**config.mk**
```make
export PLATFORM = sky130hd
export DESIGN_NAME = fspc_ctrl
export DESIGN_NICKNAME = d
export VERILOG_FILES = /design/src/core/fspc_pkg.sv /design/src/core/fspc_ctrl.sv
export SDC_FILE = /design/constraint.sdc
export NUM_CORES = 1
export LEC_CHECK = 0
export ABC_AREA = 1
export BUFFER_PORTS_ARGS = -buffer_cell sky130_fd_sc_hd__buf_4
export CORE_UTILIZATION = 40
export CTS_CLUSTER_SIZE = 20
export DETAILED_ROUTE_END_ITERATION = 10
export HOLD_SLACK_MARGIN = 0.02
export PLACE_DENSITY = 0.7
export SETUP_SLACK_MARGIN = 0.05
export SLEW_MARGIN = 20
export SYNTH_ARGS = -nofsm -noshare
export SYNTH_HDL_FRONTEND = slang
export SYNTH_SLANG_ARGS = --single-unit
```
**constraint.sdc**
```tcl
create_clock -name clk_sys -period 2.7 [get_ports clk_sys]
set_input_delay 0.27 -clock clk_sys [delete_from_list [all_inputs] [get_ports clk_sys]]
set_output_delay 0.27 -clock clk_sys [all_outputs]
set_load 0.005 [all_outputs]
```
**src/core/fspc_pkg.sv**
```systemverilog
package fspc_pkg;
	localparam int CTRL_BIT_IRQ_EN = 7;
	localparam int CTRL_BIT_BUSY = 6;
	localparam int CTRL_BIT_RSVD = 5;
	localparam logic [7:0] CTRL_RESET = 8'h00;
	localparam logic [3:0] CTRL_ADDR = 4'h0;
	localparam logic [3:0] PTR_LO_ADDR = 4'h1;
	localparam logic [3:0] PTR_HI_ADDR = 4'h2;
	localparam logic [3:0] DATA_LO_ADDR = 4'h3;
	localparam logic [3:0] DATA_HI_ADDR = 4'h4;
	localparam logic [4:0] CMD_REENABLE = 5'h11;
	localparam logic [4:0] CMD_LOCK = 5'h09;
	localparam logic [4:0] CMD_PWRITE = 5'h05;
	localparam logic [4:0] CMD_PERASE = 5'h03;
	localparam logic [4:0] CMD_LOAD = 5'h01;
	localparam int STORE_WIN = 4;
	localparam int READ_WIN = 3;
	localparam logic [15:0] APP_RESET_WORD = 16'h0000;
	localparam logic [7:0] LOCK_KEEP_MASK = 8'hC3;
	typedef enum logic [1:0] {
		FSPC_IDLE = 2'b00,
		FSPC_ARMED = 2'b01,
		FSPC_BUSY = 2'b11
	} fspc_state_e;
	typedef struct packed {
		logic [3:0] addr;
		logic [7:0] wdata;
		logic wr;
		logic rd;
	} fspc_bus_s;
	typedef struct packed {
		logic req;
		logic [1:0] kind;
		logic [15:0] word_addr;
		logic [15:0] data;
	} fspc_flash_s;
endpackage

```
**src/core/fspc_ctrl.sv**
```systemverilog
// Implementation choices: the placing of the registers and strobed register access.
`timescale 1ns/1ps
// Operation
// - boot fuse selects reset vector address
// - no processor path changes fuse values
// - ready irq while store enable clear
// - busy set on section op, blocks access
// - busy clears on reenable or load
// - reserved bit five reads zero
// - reenable section when no operation running
// - reenable during loading discards buffer
// - lock set programs lock from low data
// - lpm within three cycles reads lock/fuse
// - page write from buffer to page
// - page erase of addressed page
// - command bits clear on finish or timeout
// - halt cpu for no-rww section ops
// - plain store loads buffer word
// - store enable four cycle window
// - only five command patterns accepted
// - target address latched at start
// - buffer words load in any order
// - lpm addresses flash byte-wise via z0
// - buffer clears on write, reenable, reset
// - eeprom write blocks programming, fuse reads
module fspc_ctrl
	import fspc_pkg::*;
#(
	parameter int PAGE_WORDS = 64,
	parameter int WORD_BITS = 6,
	parameter logic [15:0] RWW_LIMIT_WORD = 16'h1C00,
	parameter logic [15:0] BOOT_RESET_WORD = 16'h1C00
) (
	input wire logic clk_sys,
	input wire logic rst_n,
	input wire fspc_bus_s bus,
	output logic [7:0] rdata,
	input wire logic store_instr,
	input wire logic load_instr,
	output logic [7:0] load_data,
	output logic load_override,
	input wire logic [7:0] flash_byte,
	input wire logic global_irq_enable,
	output logic store_ready_irq,
	input wire logic eeprom_busy,
	input wire logic boot_reset_fuse,
	input wire logic [7:0] fuse_low,
	input wire logic [7:0] fuse_high,
	input wire logic [7:0] fuse_ext,
	input wire logic [7:0] lock_bits_in,
	output logic [15:0] reset_vector,
	output logic section_blocked,
	output logic cpu_halt,
	output fspc_flash_s flash_cmd,
	input wire logic flash_done
);
	typedef struct packed {
		fspc_state_e st;
		logic irq_en;
		logic busy;
		logic [4:0] cmd;
		logic [2:0] win;
		logic [2:0] rwin;
		logic halt;
		logic loading;
		logic [15:0] zptr;
		logic [7:0] dlo;
		logic [7:0] dhi;
		logic [PAGE_WORDS-1:0] filled;
		logic [7:0] rdata;
		logic [7:0] ldata;
		logic lovr;
		fspc_flash_s fc;
	} fspc_regs_s;

	logic [15:0] buffer [PAGE_WORDS];
	fspc_regs_s r, next_r;
	logic [4:0] wcmd;
	logic [WORD_BITS-1:0] widx;
	logic do_store;
	logic do_load;

	localparam logic [1:0] KIND_ERASE = 2'h0;
	localparam logic [1:0] KIND_WRITE = 2'h1;
	localparam logic [1:0] KIND_LOCK = 2'h2;

	function automatic logic in_rww(input logic [15:0] word_addr);
		in_rww = word_addr < RWW_LIMIT_WORD;
	endfunction

	// low two pointer bits pick the byte handed back instead of flash contents
	function automatic logic [7:0] fuse_pick(input logic [1:0] sel, input logic [7:0] f_lo,
		input logic [7:0] f_lock, input logic [7:0] f_ext, input logic [7:0] f_hi);
		unique case (sel)
			2'h0: fuse_pick = f_lo;
			2'h1: fuse_pick = f_lock;
			2'h2: fuse_pick = f_ext;
			default: fuse_pick = f_hi;
		endcase
	endfunction

	assign wcmd = bus.wdata[4:0];
	assign widx = r.zptr[WORD_BITS:1];
	assign do_store = store_instr && r.st == FSPC_ARMED && r.cmd == CMD_LOAD && !eeprom_busy;
	assign reset_vector = boot_reset_fuse ? APP_RESET_WORD : BOOT_RESET_WORD;
	assign store_ready_irq = r.irq_en && global_irq_enable && !r.cmd[0];
	assign section_blocked = r.busy;
	assign cpu_halt = r.halt;
	assign rdata = r.rdata;
	assign load_data = r.ldata;
	assign load_override = r.lovr;
	assign flash_cmd = r.fc;

	always_comb begin
		next_r = r;
		next_r.fc.req = 1'b0;
		next_r.lovr = 1'b0;
		next_r.ldata = flash_byte;
		next_r.rdata = 8'h00;
		if (bus.rd) begin
			unique case (bus.addr)
				CTRL_ADDR: next_r.rdata = {r.irq_en, r.busy, 1'b0, r.cmd};
				PTR_LO_ADDR: next_r.rdata = r.zptr[7:0];
				PTR_HI_ADDR: next_r.rdata = r.zptr[15:8];
				DATA_LO_ADDR: next_r.rdata = r.dlo;
				DATA_HI_ADDR: next_r.rdata = r.dhi;
				default: next_r.rdata = 8'h00;
			endcase
		end
		if (bus.wr) begin
			unique case (bus.addr)
				PTR_LO_ADDR: next_r.zptr[7:0] = bus.wdata;
				PTR_HI_ADDR: next_r.zptr[15:8] = bus.wdata;
				DATA_LO_ADDR: next_r.dlo = bus.wdata;
				DATA_HI_ADDR: next_r.dhi = bus.wdata;
				default: ;
			endcase
		end
		// fuse registers are inputs only: no write reaches them
		unique case (r.st)
			FSPC_IDLE: begin
				if (bus.wr && bus.addr == CTRL_ADDR) begin
					next_r.irq_en = bus.wdata[CTRL_BIT_IRQ_EN];
					if (!eeprom_busy && (wcmd == CMD_REENABLE || wcmd == CMD_LOCK
						|| wcmd == CMD_PWRITE || wcmd == CMD_PERASE
						|| wcmd == CMD_LOAD)) begin
						next_r.cmd = wcmd;
						next_r.st = FSPC_ARMED;
						next_r.win = 3'(STORE_WIN);
						next_r.rwin = 3'(READ_WIN);
						if (wcmd == CMD_REENABLE && r.loading) begin
							next_r.filled = '0;
							next_r.loading = 1'b0;
						end
					end
				end
			end
			FSPC_ARMED: begin
				if (bus.wr && bus.addr == CTRL_ADDR) begin
					next_r.irq_en = bus.wdata[CTRL_BIT_IRQ_EN];
				end
				if (r.rwin != 3'h0) begin
					next_r.rwin = r.rwin - 3'h1;
				end
				if (load_instr && r.cmd == CMD_LOCK && r.rwin != 3'h0 && !eeprom_busy) begin
					next_r.lovr = 1'b1;
					next_r.ldata = fuse_pick(r.zptr[1:0], fuse_low, lock_bits_in, fuse_ext,
						fuse_high);
					next_r.cmd = '0;
					next_r.st = FSPC_IDLE;
				end else if (store_instr && !eeprom_busy) begin
					next_r.cmd = '0;
					next_r.st = FSPC_IDLE;
					unique case (r.cmd)
						CMD_LOAD: begin
							next_r.busy = 1'b0;
							next_r.loading = 1'b1;
							next_r.filled[widx] = 1'b1;
						end
						CMD_REENABLE: begin
							next_r.busy = 1'b0;
							next_r.filled = '0;
						end
						CMD_LOCK: begin
							next_r.fc.req = 1'b1;
							next_r.fc.kind = KIND_LOCK;
							next_r.fc.data = {8'h00, r.dlo | LOCK_KEEP_MASK};
							next_r.cmd = r.cmd;
							next_r.st = FSPC_BUSY;
						end
						default: begin
							next_r.fc.req = 1'b1;
							next_r.fc.kind = r.cmd == CMD_PWRITE ? KIND_WRITE : KIND_ERASE;
							// page base word: byte bit and word-in-page bits drop out
							next_r.fc.word_addr = {1'b0, r.zptr[15:WORD_BITS+1],
								{WORD_BITS{1'b0}}};
							next_r.cmd = r.cmd;
							next_r.st = FSPC_BUSY;
							if (in_rww(r.zptr >> 1)) begin
								next_r.busy = 1'b1;
							end else begin
								next_r.halt = 1'b1;
							end
						end
					endcase
				end else if (r.win == 3'h1) begin
					next_r.cmd = '0;
					next_r.st = FSPC_IDLE;
				end else begin
					next_r.win = r.win - 3'h1;
				end
			end
			FSPC_BUSY: begin
				if (bus.wr && bus.addr == CTRL_ADDR) begin
					next_r.irq_en = bus.wdata[CTRL_BIT_IRQ_EN];
				end
				if (flash_done) begin
					next_r.cmd = '0;
					next_r.halt = 1'b0;
					next_r.st = FSPC_IDLE;
					if (r.cmd == CMD_PWRITE) begin
						next_r.filled = '0;
						next_r.loading = 1'b0;
					end
				end
			end
			default: next_r.st = FSPC_IDLE;
		endcase
	end

	always_ff @(posedge clk_sys or negedge rst_n) begin
		if (!rst_n) begin
			r <= '0;
		end else begin
			r <= next_r;
		end
	end

	// buffer storage; validity tracked by the filled bits, so no reset needed
	always_ff @(posedge clk_sys) begin
		if (do_store) begin
			buffer[widx] <= {r.dhi, r.dlo};
		end
	end

	a_store_window: assert property (@(posedge clk_sys) disable iff (!rst_n)
		(r.st == FSPC_ARMED && !store_instr && !load_instr)[*4] |=> r.st != FSPC_ARMED)
		else $error("store enable outlived its window");
	a_bad_cmd: assert property (@(posedge clk_sys) disable iff (!rst_n)
		(r.st == FSPC_IDLE && bus.wr && bus.addr == CTRL_ADDR && bus.wdata[4:0] == 5'h07)
		|=> r.st == FSPC_IDLE)
		else $error("illegal command pattern accepted");
	a_irq_level: assert property (@(posedge clk_sys) disable iff (!rst_n)
		store_ready_irq == (r.irq_en && global_irq_enable && r.st == FSPC_IDLE))
		else $error("ready interrupt wrong");
	a_rsvd_zero: assert property (@(posedge clk_sys) disable iff (!rst_n)
		$past(bus.rd) && $past(bus.addr) == CTRL_ADDR |-> !rdata[CTRL_BIT_RSVD])
		else $error("reserved bit read as one");
	a_busy_hold: assert property (@(posedge clk_sys) disable iff (!rst_n)
		r.busy && r.st == FSPC_BUSY |=> r.busy)
		else $error("busy dropped during operation");
	a_addr_latch: assert property (@(posedge clk_sys) disable iff (!rst_n)
		r.st == FSPC_BUSY && $past(r.st) == FSPC_BUSY |-> $stable(r.fc.word_addr))
		else $error("target address changed");
	a_eeprom_block: assert property (@(posedge clk_sys) disable iff (!rst_n)
		eeprom_busy |=> !r.fc.req && !r.lovr)
		else $error("programming during eeprom write");
	a_halt_scope: assert property (@(posedge clk_sys) disable iff (!rst_n)
		r.halt |-> r.st == FSPC_BUSY && !r.busy)
		else $error("halt outside no-rww operation");
	a_reset_vec: assert property (@(posedge clk_sys) disable iff (!rst_n)
		boot_reset_fuse |-> reset_vector == APP_RESET_WORD)
		else $error("reset vector wrong");

	a_vec_boot: assert property (@(posedge clk_sys) disable iff (!rst_n)
		!boot_reset_fuse |-> reset_vector == BOOT_RESET_WORD)
		else $error("boot reset vector wrong");

	a_irq_global: assert property (@(posedge clk_sys) disable iff (!rst_n)
		!global_irq_enable |-> !store_ready_irq)
		else $error("ready interrupt without global enable");

	a_busy_set_rww: assert property (@(posedge clk_sys) disable iff (!rst_n)
		r.st == FSPC_ARMED && store_instr && !eeprom_busy && !load_instr
		&& (r.cmd == CMD_PERASE || r.cmd == CMD_PWRITE) && in_rww(r.zptr >> 1) |=> r.busy)
		else $error("busy not set for section operation");

	a_halt_no_read_while_write_section: assert property (@(posedge clk_sys) disable iff (!rst_n)
		r.st == FSPC_ARMED && store_instr && !eeprom_busy && !load_instr
		&& (r.cmd == CMD_PERASE || r.cmd == CMD_PWRITE) && !in_rww(r.zptr >> 1) |=> r.halt)
		else $error("cpu not halted for no-rww operation");

	a_load_clears: assert property (@(posedge clk_sys) disable iff (!rst_n)
		r.st == FSPC_ARMED && store_instr && !eeprom_busy && r.cmd == CMD_LOAD |=> !r.busy)
		else $error("busy kept after buffer load");

	a_reenable_drop: assert property (@(posedge clk_sys) disable iff (!rst_n)
		r.st == FSPC_IDLE && bus.wr && bus.addr == CTRL_ADDR && bus.wdata[4:0] == CMD_REENABLE
		&& !eeprom_busy && r.loading |=> r.filled == '0)
		else $error("buffer kept after reenable during load");

	a_buffer_clear: assert property (@(posedge clk_sys) disable iff (!rst_n)
		r.st == FSPC_BUSY && flash_done && r.cmd == CMD_PWRITE |=> r.filled == '0)
		else $error("buffer kept after page write");

	// bits outside the boot lock field must never be programmed
	a_lock_keep: assert property (@(posedge clk_sys) disable iff (!rst_n)
		r.fc.req && r.fc.kind == KIND_LOCK
		|-> (r.fc.data[7:0] & LOCK_KEEP_MASK) == LOCK_KEEP_MASK)
		else $error("lock write touched kept bits");

	a_read_window: assert property (@(posedge clk_sys) disable iff (!rst_n)
		r.st == FSPC_ARMED && r.rwin == 3'h0 |=> !r.lovr)
		else $error("fuse read after its window");

	a_enable_held: assert property (@(posedge clk_sys) disable iff (!rst_n)
		r.st == FSPC_BUSY |-> r.cmd[0])
		else $error("store enable dropped during operation");

	a_page_base: assert property (@(posedge clk_sys) disable iff (!rst_n)
		r.fc.req && r.fc.kind != KIND_LOCK |-> r.fc.word_addr[WORD_BITS-1:0] == '0)
		else $error("page address not page aligned");

	a_buffer_store: assert property (@(posedge clk_sys) disable iff (!rst_n)
		do_store |=> buffer[$past(widx)] == $past({r.dhi, r.dlo}))
		else $error("buffer word not stored");

	a_lock_idle: assert property (@(posedge clk_sys) disable iff (!rst_n)
		r.lovr |-> r.st == FSPC_IDLE)
		else $error("fuse read left command armed");

	a_eeprom_cmd: assert property (@(posedge clk_sys) disable iff (!rst_n)
		eeprom_busy && r.st == FSPC_IDLE |=> r.st == FSPC_IDLE)
		else $error("command accepted during eeprom write");

	a_win_timeout: assert property (@(posedge clk_sys) disable iff (!rst_n)
		r.st == FSPC_ARMED && r.win == 3'h1 && !store_instr && !load_instr
		|=> r.st == FSPC_IDLE)
		else $error("command outlived its window");

	a_done_release: assert property (@(posedge clk_sys) disable iff (!rst_n)
		r.st == FSPC_BUSY && flash_done |=> r.st == FSPC_IDLE && !r.halt && r.cmd == '0)
		else $error("operation not released on done");

	a_idle_quiet: assert property (@(posedge clk_sys) disable iff (!rst_n)
		r.st == FSPC_IDLE |=> !r.fc.req)
		else $error("flash request without store");
endmodule

```
==> results.cfg, run 1 <==
[global_routing]
grt_max_degree = 83
grt_pass1_vias = 3551
track_usage_pct = 18.5
antenna_found_initial = 0
grt_pass1_wl_mm = 16.7
grt_overflow_total = 0

[worst_setup_path]
required_ns = 2.92
reg2reg_to = r[153]
arrival_ns = 2.03
r2r_start = r[150]
r2r_setup_slack_ns = 0.90
rr_worst_depth = 10
crit_path_max_fanout = 18
slowest_stage = dfrtp_1
cp-start-kind = flop
slowest_delay_ns = 0.37
end_kind = flop
path_cells = inv_1 -> ha_1 -> nand2_2 -> nand2_2 -> nor2_2 -> nand3_2 -> nand3_1 -> nor2_1 -> nand2_1 -> nand2_1
path_class = flop to flop

[die]
io_pins = 133
core_area_sq_um = 11000
fp.dieH_microns = 109
dieArea_sq_um = 11900
initial_utilization_pct = 41.7
fp.dieW_microns = 109
rows = 38

[power_and_ir_drop]
power.density_nw_per_um2 = 655
ir_worst_vdd_mv = 0.299
leakage_nw = 2.80

[detailed_routing]
routed_via_density = 4.84
drtAntennaViolNets = 0
drcViolationCount = 0
wl_met1_mm = 4.61
drt_iter0_drc = 175
drt_first_pass_iters = 5
routed_wl_mm = 10.5
wl_per_cell_microns = 13.7
highest_layer = met4
wl_met3_microns = 599
wl_met2_mm = 5.02
via_count = 3716

[timing]
tns_ns = 0
report.final.setup_viol = 0
rsz0062_at_grt = false
max_slew_margin_pct = 50.3
fmax_mhz = 555
min_period_ns = 1.80
drv_slew = 0
clock-skew-final_ns = 0.00563
hold_viol = 19
period_share_pct = 66.7
worst_slew_pin_slew_ns = 0.745
hold_ws_ns = -0.0223

[yosys]
ys_seq_area_share_pct = 44.8
synth_area_sq_um = 4580
synth_cells = 557
synth.distinct_cells = 38
ys.flop_type = dfrtp_1
avgSynthCellArea_sq_um = 8.22
synth-edff-count = 0
ys_ff_latch = 82
yosysWarnings = 0
synth_async_sr_flop_share_pct = 100

[clock_network]
cts_root_buf = clkbuf_16
cts.clk_slew.worst_paths_ns = 0.06
post_cts_buffers = 0
postCtsHoldBufs = 0
cts_tree = built
cts_sinks = 82
cts.path.max_buffers = 2
clkLatencyLatePin_ns = 0.33
ctsResizeCount = 0
h-tree-depth = 3
cts_buffers = 9

[final_layout]
final_common_cell = nand2_1
final_cells = 768
final_cell_mix = nand2_1, buf_4, dfrtp_1
syn2layout_area_growth_pct = 18.4
diodes = 0
nNetsFinal = 690
layout-drive-gt1-share_pct = 25.8

[min_path]
hold_path.class = input pin to asynchronous set/reset pin

[run_status]
failed_checks = hold timing
status = finished with violations

[placement]
port_buffers = 104
finalWeightedCongestion = 0.888
dp.cells = 753
place_hpwl_mm = 8.06

[flow_run]
drv_cap = 0
[cell families (layout without fill, tap and decap cells)]
family                     Yosys count  after routing  synth area share (%)
and+or+nand+nor                    232            232                  24.1
buffers and inverters              136            180                  17.2
AOI/OAI and AO/OA                  101            101                  12.5
DFF                                 82             82                  44.8
adders and majority gates            4              4                  1.09
other                                1             28                0.0819
xor gates and xnor gates             1              1                 0.191
[synthesized netlist by cell type, drive strengths merged, types with 2 or more instances]
master / instances / area share [%]
nand2: 153 / 14
dfrtp: 82 / 45
o21ai: 75 / 8.7
buf: 72 / 12
inv: 60 / 5.1
nor2: 42 / 5.1
nand3: 32 / 4.5
a21oi: 10 / 1.2
o21bai: 6 / 0.98
ha: 4 / 1.1
nor3: 4 / 0.44
o22ai: 4 / 0.55
clkbuf: 3 / 0.25
o31ai: 2 / 0.44
[through the flow]
step / power, W / cell area (sq um) / hold WS (ns) / setup WS, ns / utilization (%)
after floorplan: 0.00197 / 4680 / -0.0256 / 1.20 / -
after global placement: 0.00216 / 5090 / 0.466 / 1.02 / 46.3
after detailed placement: 0.00219 / 5090 / 0.473 / 0.917 / 46.3
after CTS: 0.00357 / 5420 / 0.142 / 0.905 / 49.4
after global routing: 0.00373 / 5420 / 0.0481 / 0.734 / 49.4
final: 0.00355 / 5420 / -0.0223 / 0.898 / 49.4
[critical path: cells and delay by family, from the launching register on]
| family | cells | cell delay [ns] |
|---|---|---|
| and+or+nand+nor | 8 | 1.02 |
| DFF | 1 | 0.37 |
| buffers and inverters | 1 | 0.07 |
| adders and majority gates | 1 | 0.21 |
[routing by layer]
| metal | vias up | GRT usage [%] |
|---|---|---|
| met5 | - | 0 |
| met3 | 26 | 3.11 |
| met2 | 151 | 29.9 |
| met4 | 0 | 8.11 |
| met1 | 1728 | 24.2 |
| li1 | 1811 | - |
[worst max path at each step]
stage,start,endpoint,cells after the start
global placement,r[150],r[155],10
detailed placement,r[150],r[153],10
CTS,r[150],r[153],10
floorplan,r[150],r[156],10
global route,r[150],r[153],10
finish,r[150],r[153],10
[state kept, by name (all words and copies together), names as in the netlist]
signal	flops
rdata	8
load_override	1
section_blocked	1
cpu_halt	1
load_data	8
r	46
flash_cmd	17
[where the power goes]
group | leakage [nW] | switching, W | total (W) | internal, W
clock | 0.163 | 0.000478 | 0.00138 | 0.000899
combinational | 1.59 | 0.000382 | 0.000643 | 0.000261
sequential | 1.05 | 0.000122 | 0.00153 | 0.00141
total | 2.80 | 0.000983 | 0.00355 | 0.00257
[area by class of cell]
cell class	instances	area [sq um]
fillers	1029	5560
flip-flops and latches	82	2050
multi-input cells	366	1840
repair buffers	104	785
inverters	61	240
clock buffers	10	229
well taps	140	175
clock inverters	5	104
Note: power is estimated with default switching activity, not from simulation.
==> inputs of run 2 (changes only) <==
Settings changed: ABC_AREA 1 to 0, PLACE_DENSITY 0.7 to 0.71.
Clock period 2.7 ns to 1.8 ns, I/O delays scaled along.
==> results.cfg, run 2 <==
[run_status]
status = finished with violations
failed_checks = setup timing

[worst_setup_path]
required_ns = 2.05
end_kind = flop
path_class = flop to flop
crit_path_max_fanout = 6
r2r_setup_slack_ns = -0.31
r2r_start = r[160]
reg2reg_to = r[163]
arrival_ns = 2.36
cp-start-kind = flop
rr_worst_depth = 7

[yosys]
synth_common_cells = dfrtp_1, buf_4, mux2_2
synth_largest_area_cell = dfrtp_1
synth.distinct_cells = 53
yosysWarnings = 0
synth_area_sq_um = 4290
ys_seq_area_share_pct = 47.8
avgSynthCellArea_sq_um = 12.0
synth_cells = 357
synth_top_cell_area_share_pct = 47.8
synthTopCellsByArea = dfrtp_1, mux2_2, buf_4, mux4_2, nand2_1
synth_async_sr_flop_share_pct = 100
synth-edff-count = 0
ys_ff_latch = 82
ys.flop_type = dfrtp_1
yosysMostFrequentCell = dfrtp_1

[detailed_routing]
via_count = 3135
wl_per_cell_microns = 16.2
drtAntennaViolNets = 0
routed_wl_mm = 9.89
routed_via_density = 5.14
drcViolationCount = 0
drt_first_pass_iters = 4
drt_iter0_drc = 192

[power_and_ir_drop]
power.density_nw_per_um2 = 780
leakage_nw = 2.67
ir_worst_vdd_mv = 0.379

[placement]
finalWeightedCongestion = 0.877
place_hpwl_mm = 7.05
port_buffers = 104
place_ws_ns = -0.362
dp.cells = 582

[clock_network]
h-tree-depth = 3
cts.path.max_buffers = 2
cts_tree = built
cts.clk_slew.worst_paths_ns = 0.09
cts_buffers = 9
clkLatencyLatePin_ns = 0.36
cts_root_buf = clkbuf_8
cts_sinks = 82

[die]
dieArea_sq_um = 11100
rows = 37
initial_utilization_pct = 41.4
fp.dieH_microns = 106
io_pins = 133
fp.dieW_microns = 106
core_area_sq_um = 10400

[timing]
clock-skew-final_ns = 0.0113
period_share_pct = 117
worst_slew_pin_slew_ns = 0.597
drv_slew = 0
rsz0062_at_grt = true
hold_ws_ns = 0.0557
report.final.setup_viol = 36
max_slew_margin_pct = 59.9
fmax_mhz = 473
tns_ns = -7.82
hold_viol = 0
min_period_ns = 2.11
fin_ws_ns = -0.315

[final_layout]
layout-drive-gt1-share_pct = 52.3
final_cell_mix = buf_4, dfrtp_1, mux2_2
largest_reg_flops = 46
nNetsFinal = 535
final_common_cell = buf_4
final_cells = 610
diodes = 0
top_register = r
syn2layout_area_growth_pct = 27.5

[min_path]
hold-path-endpoint = load_data[4]
whs_path_depth = 2
hold_path.class = input pin to flop
min_from = flash_byte[4]

[global_routing]
grt_overflow_total = 0
grt_pass1_wl_mm = 16.1
antenna_found_initial = 0
track_usage_pct = 18.8
grt_max_degree = 83
grt_pass1_vias = 3161

[flow_run]
drv_cap = 0
run 2: changes by cell type after synthesis, sizes merged, moves of 7 or more:
cell    delta
inv       -46
nand3     -29
mux2      +50
a22oi      +7
o21ai     -61
nor2      -36
nand2    -128
mux4       +8
a222oi     +8
run 2: logic make-up after synthesis:
logic type / count (synthesis) / synth area share, %
DFF: 82 / 47.8
buffers and inverters: 89 / 14.3
other: 1 / 0.0874
and+or+nand+nor: 55 / 7.67
muxes: 58 / 17.3
adders and majority gates: 4 / 1.17
AOI/OAI and AO/OA: 68 / 11.6
run 2: per-layer routing:
layer  GRT usage [%]  part of all wire [%]  vias up
met5               0                     0        -
met4            7.94                   2.9        0
met3            4.58                   6.4       21
met2            31.0                    48      134
met1            23.6                    43     1553
li1                -                     -     1427
run 2: repair_timing:
action,4_1_cts,5_1_grt
resized for setup,22,11
gates cloned,1,0
hold endpoints to repair,82,0
hold buffers,1,0
setup buffers,7,4
pin swaps,5,4
setup endpoints to repair,37,38
run 2: layout make-up:
class | instances | area, sq um
fillers | 895 | 4900
flip-flops and latches | 82 | 2050
multi-input cells | 214 | 1860
repair buffers | 148 | 1150
well taps | 136 | 170
clock buffers | 10 | 138
inverters | 14 | 52.6
clock inverters | 6 | 50.0
run 2: worst max-delay path by stage:
stage / from / to / slack (ns) / cells after the start
floorplan: r[157] / load_data[0] / -0.26 / 5
global placement: r[157] / flash_cmd[22] / -0.29 / 5
detailed placement: r[157] / r[158] / -0.36 / 5
CTS: r[160] / r[159] / -0.29 / 5
global route: r[160] / r[163] / -0.34 / 7
finish: r[160] / r[163] / -0.31 / 7
run 2: stage by stage:
step,total power (W),utilization (%),instance area [sq um]
2_1_floorplan,0.00269,-,4400
3_3_place_gp,0.00295,48.7,5050
3_5_place_dp,0.00298,48.7,5050
4_1_cts,0.00428,52.2,5410
5_1_grt,0.00448,52.8,5470
6_report,0.00427,52.8,5470
run 2: power by group:
| part | internal, W | leakage, nW | total [W] | switching, W |
|---|---|---|---|---|
| combinational | 0.000450 | 1.53 | 0.000733 | 0.000282 |
| clock | 0.000556 | 0.0948 | 0.00128 | 0.000720 |
| sequential | 0.00206 | 1.05 | 0.00226 | 0.000197 |
| total | 0.00307 | 2.67 | 0.00427 | 0.00120 |
run 2: critical path: stages, from the launching register on:
cell      delay [ns]
dfrtp_1         0.39
or3b_1          0.39
or3b_4          0.44
buf_4           0.17
o21bai_1        0.17
buf_4           0.17
nand2_1         0.05
a22o_1          0.21
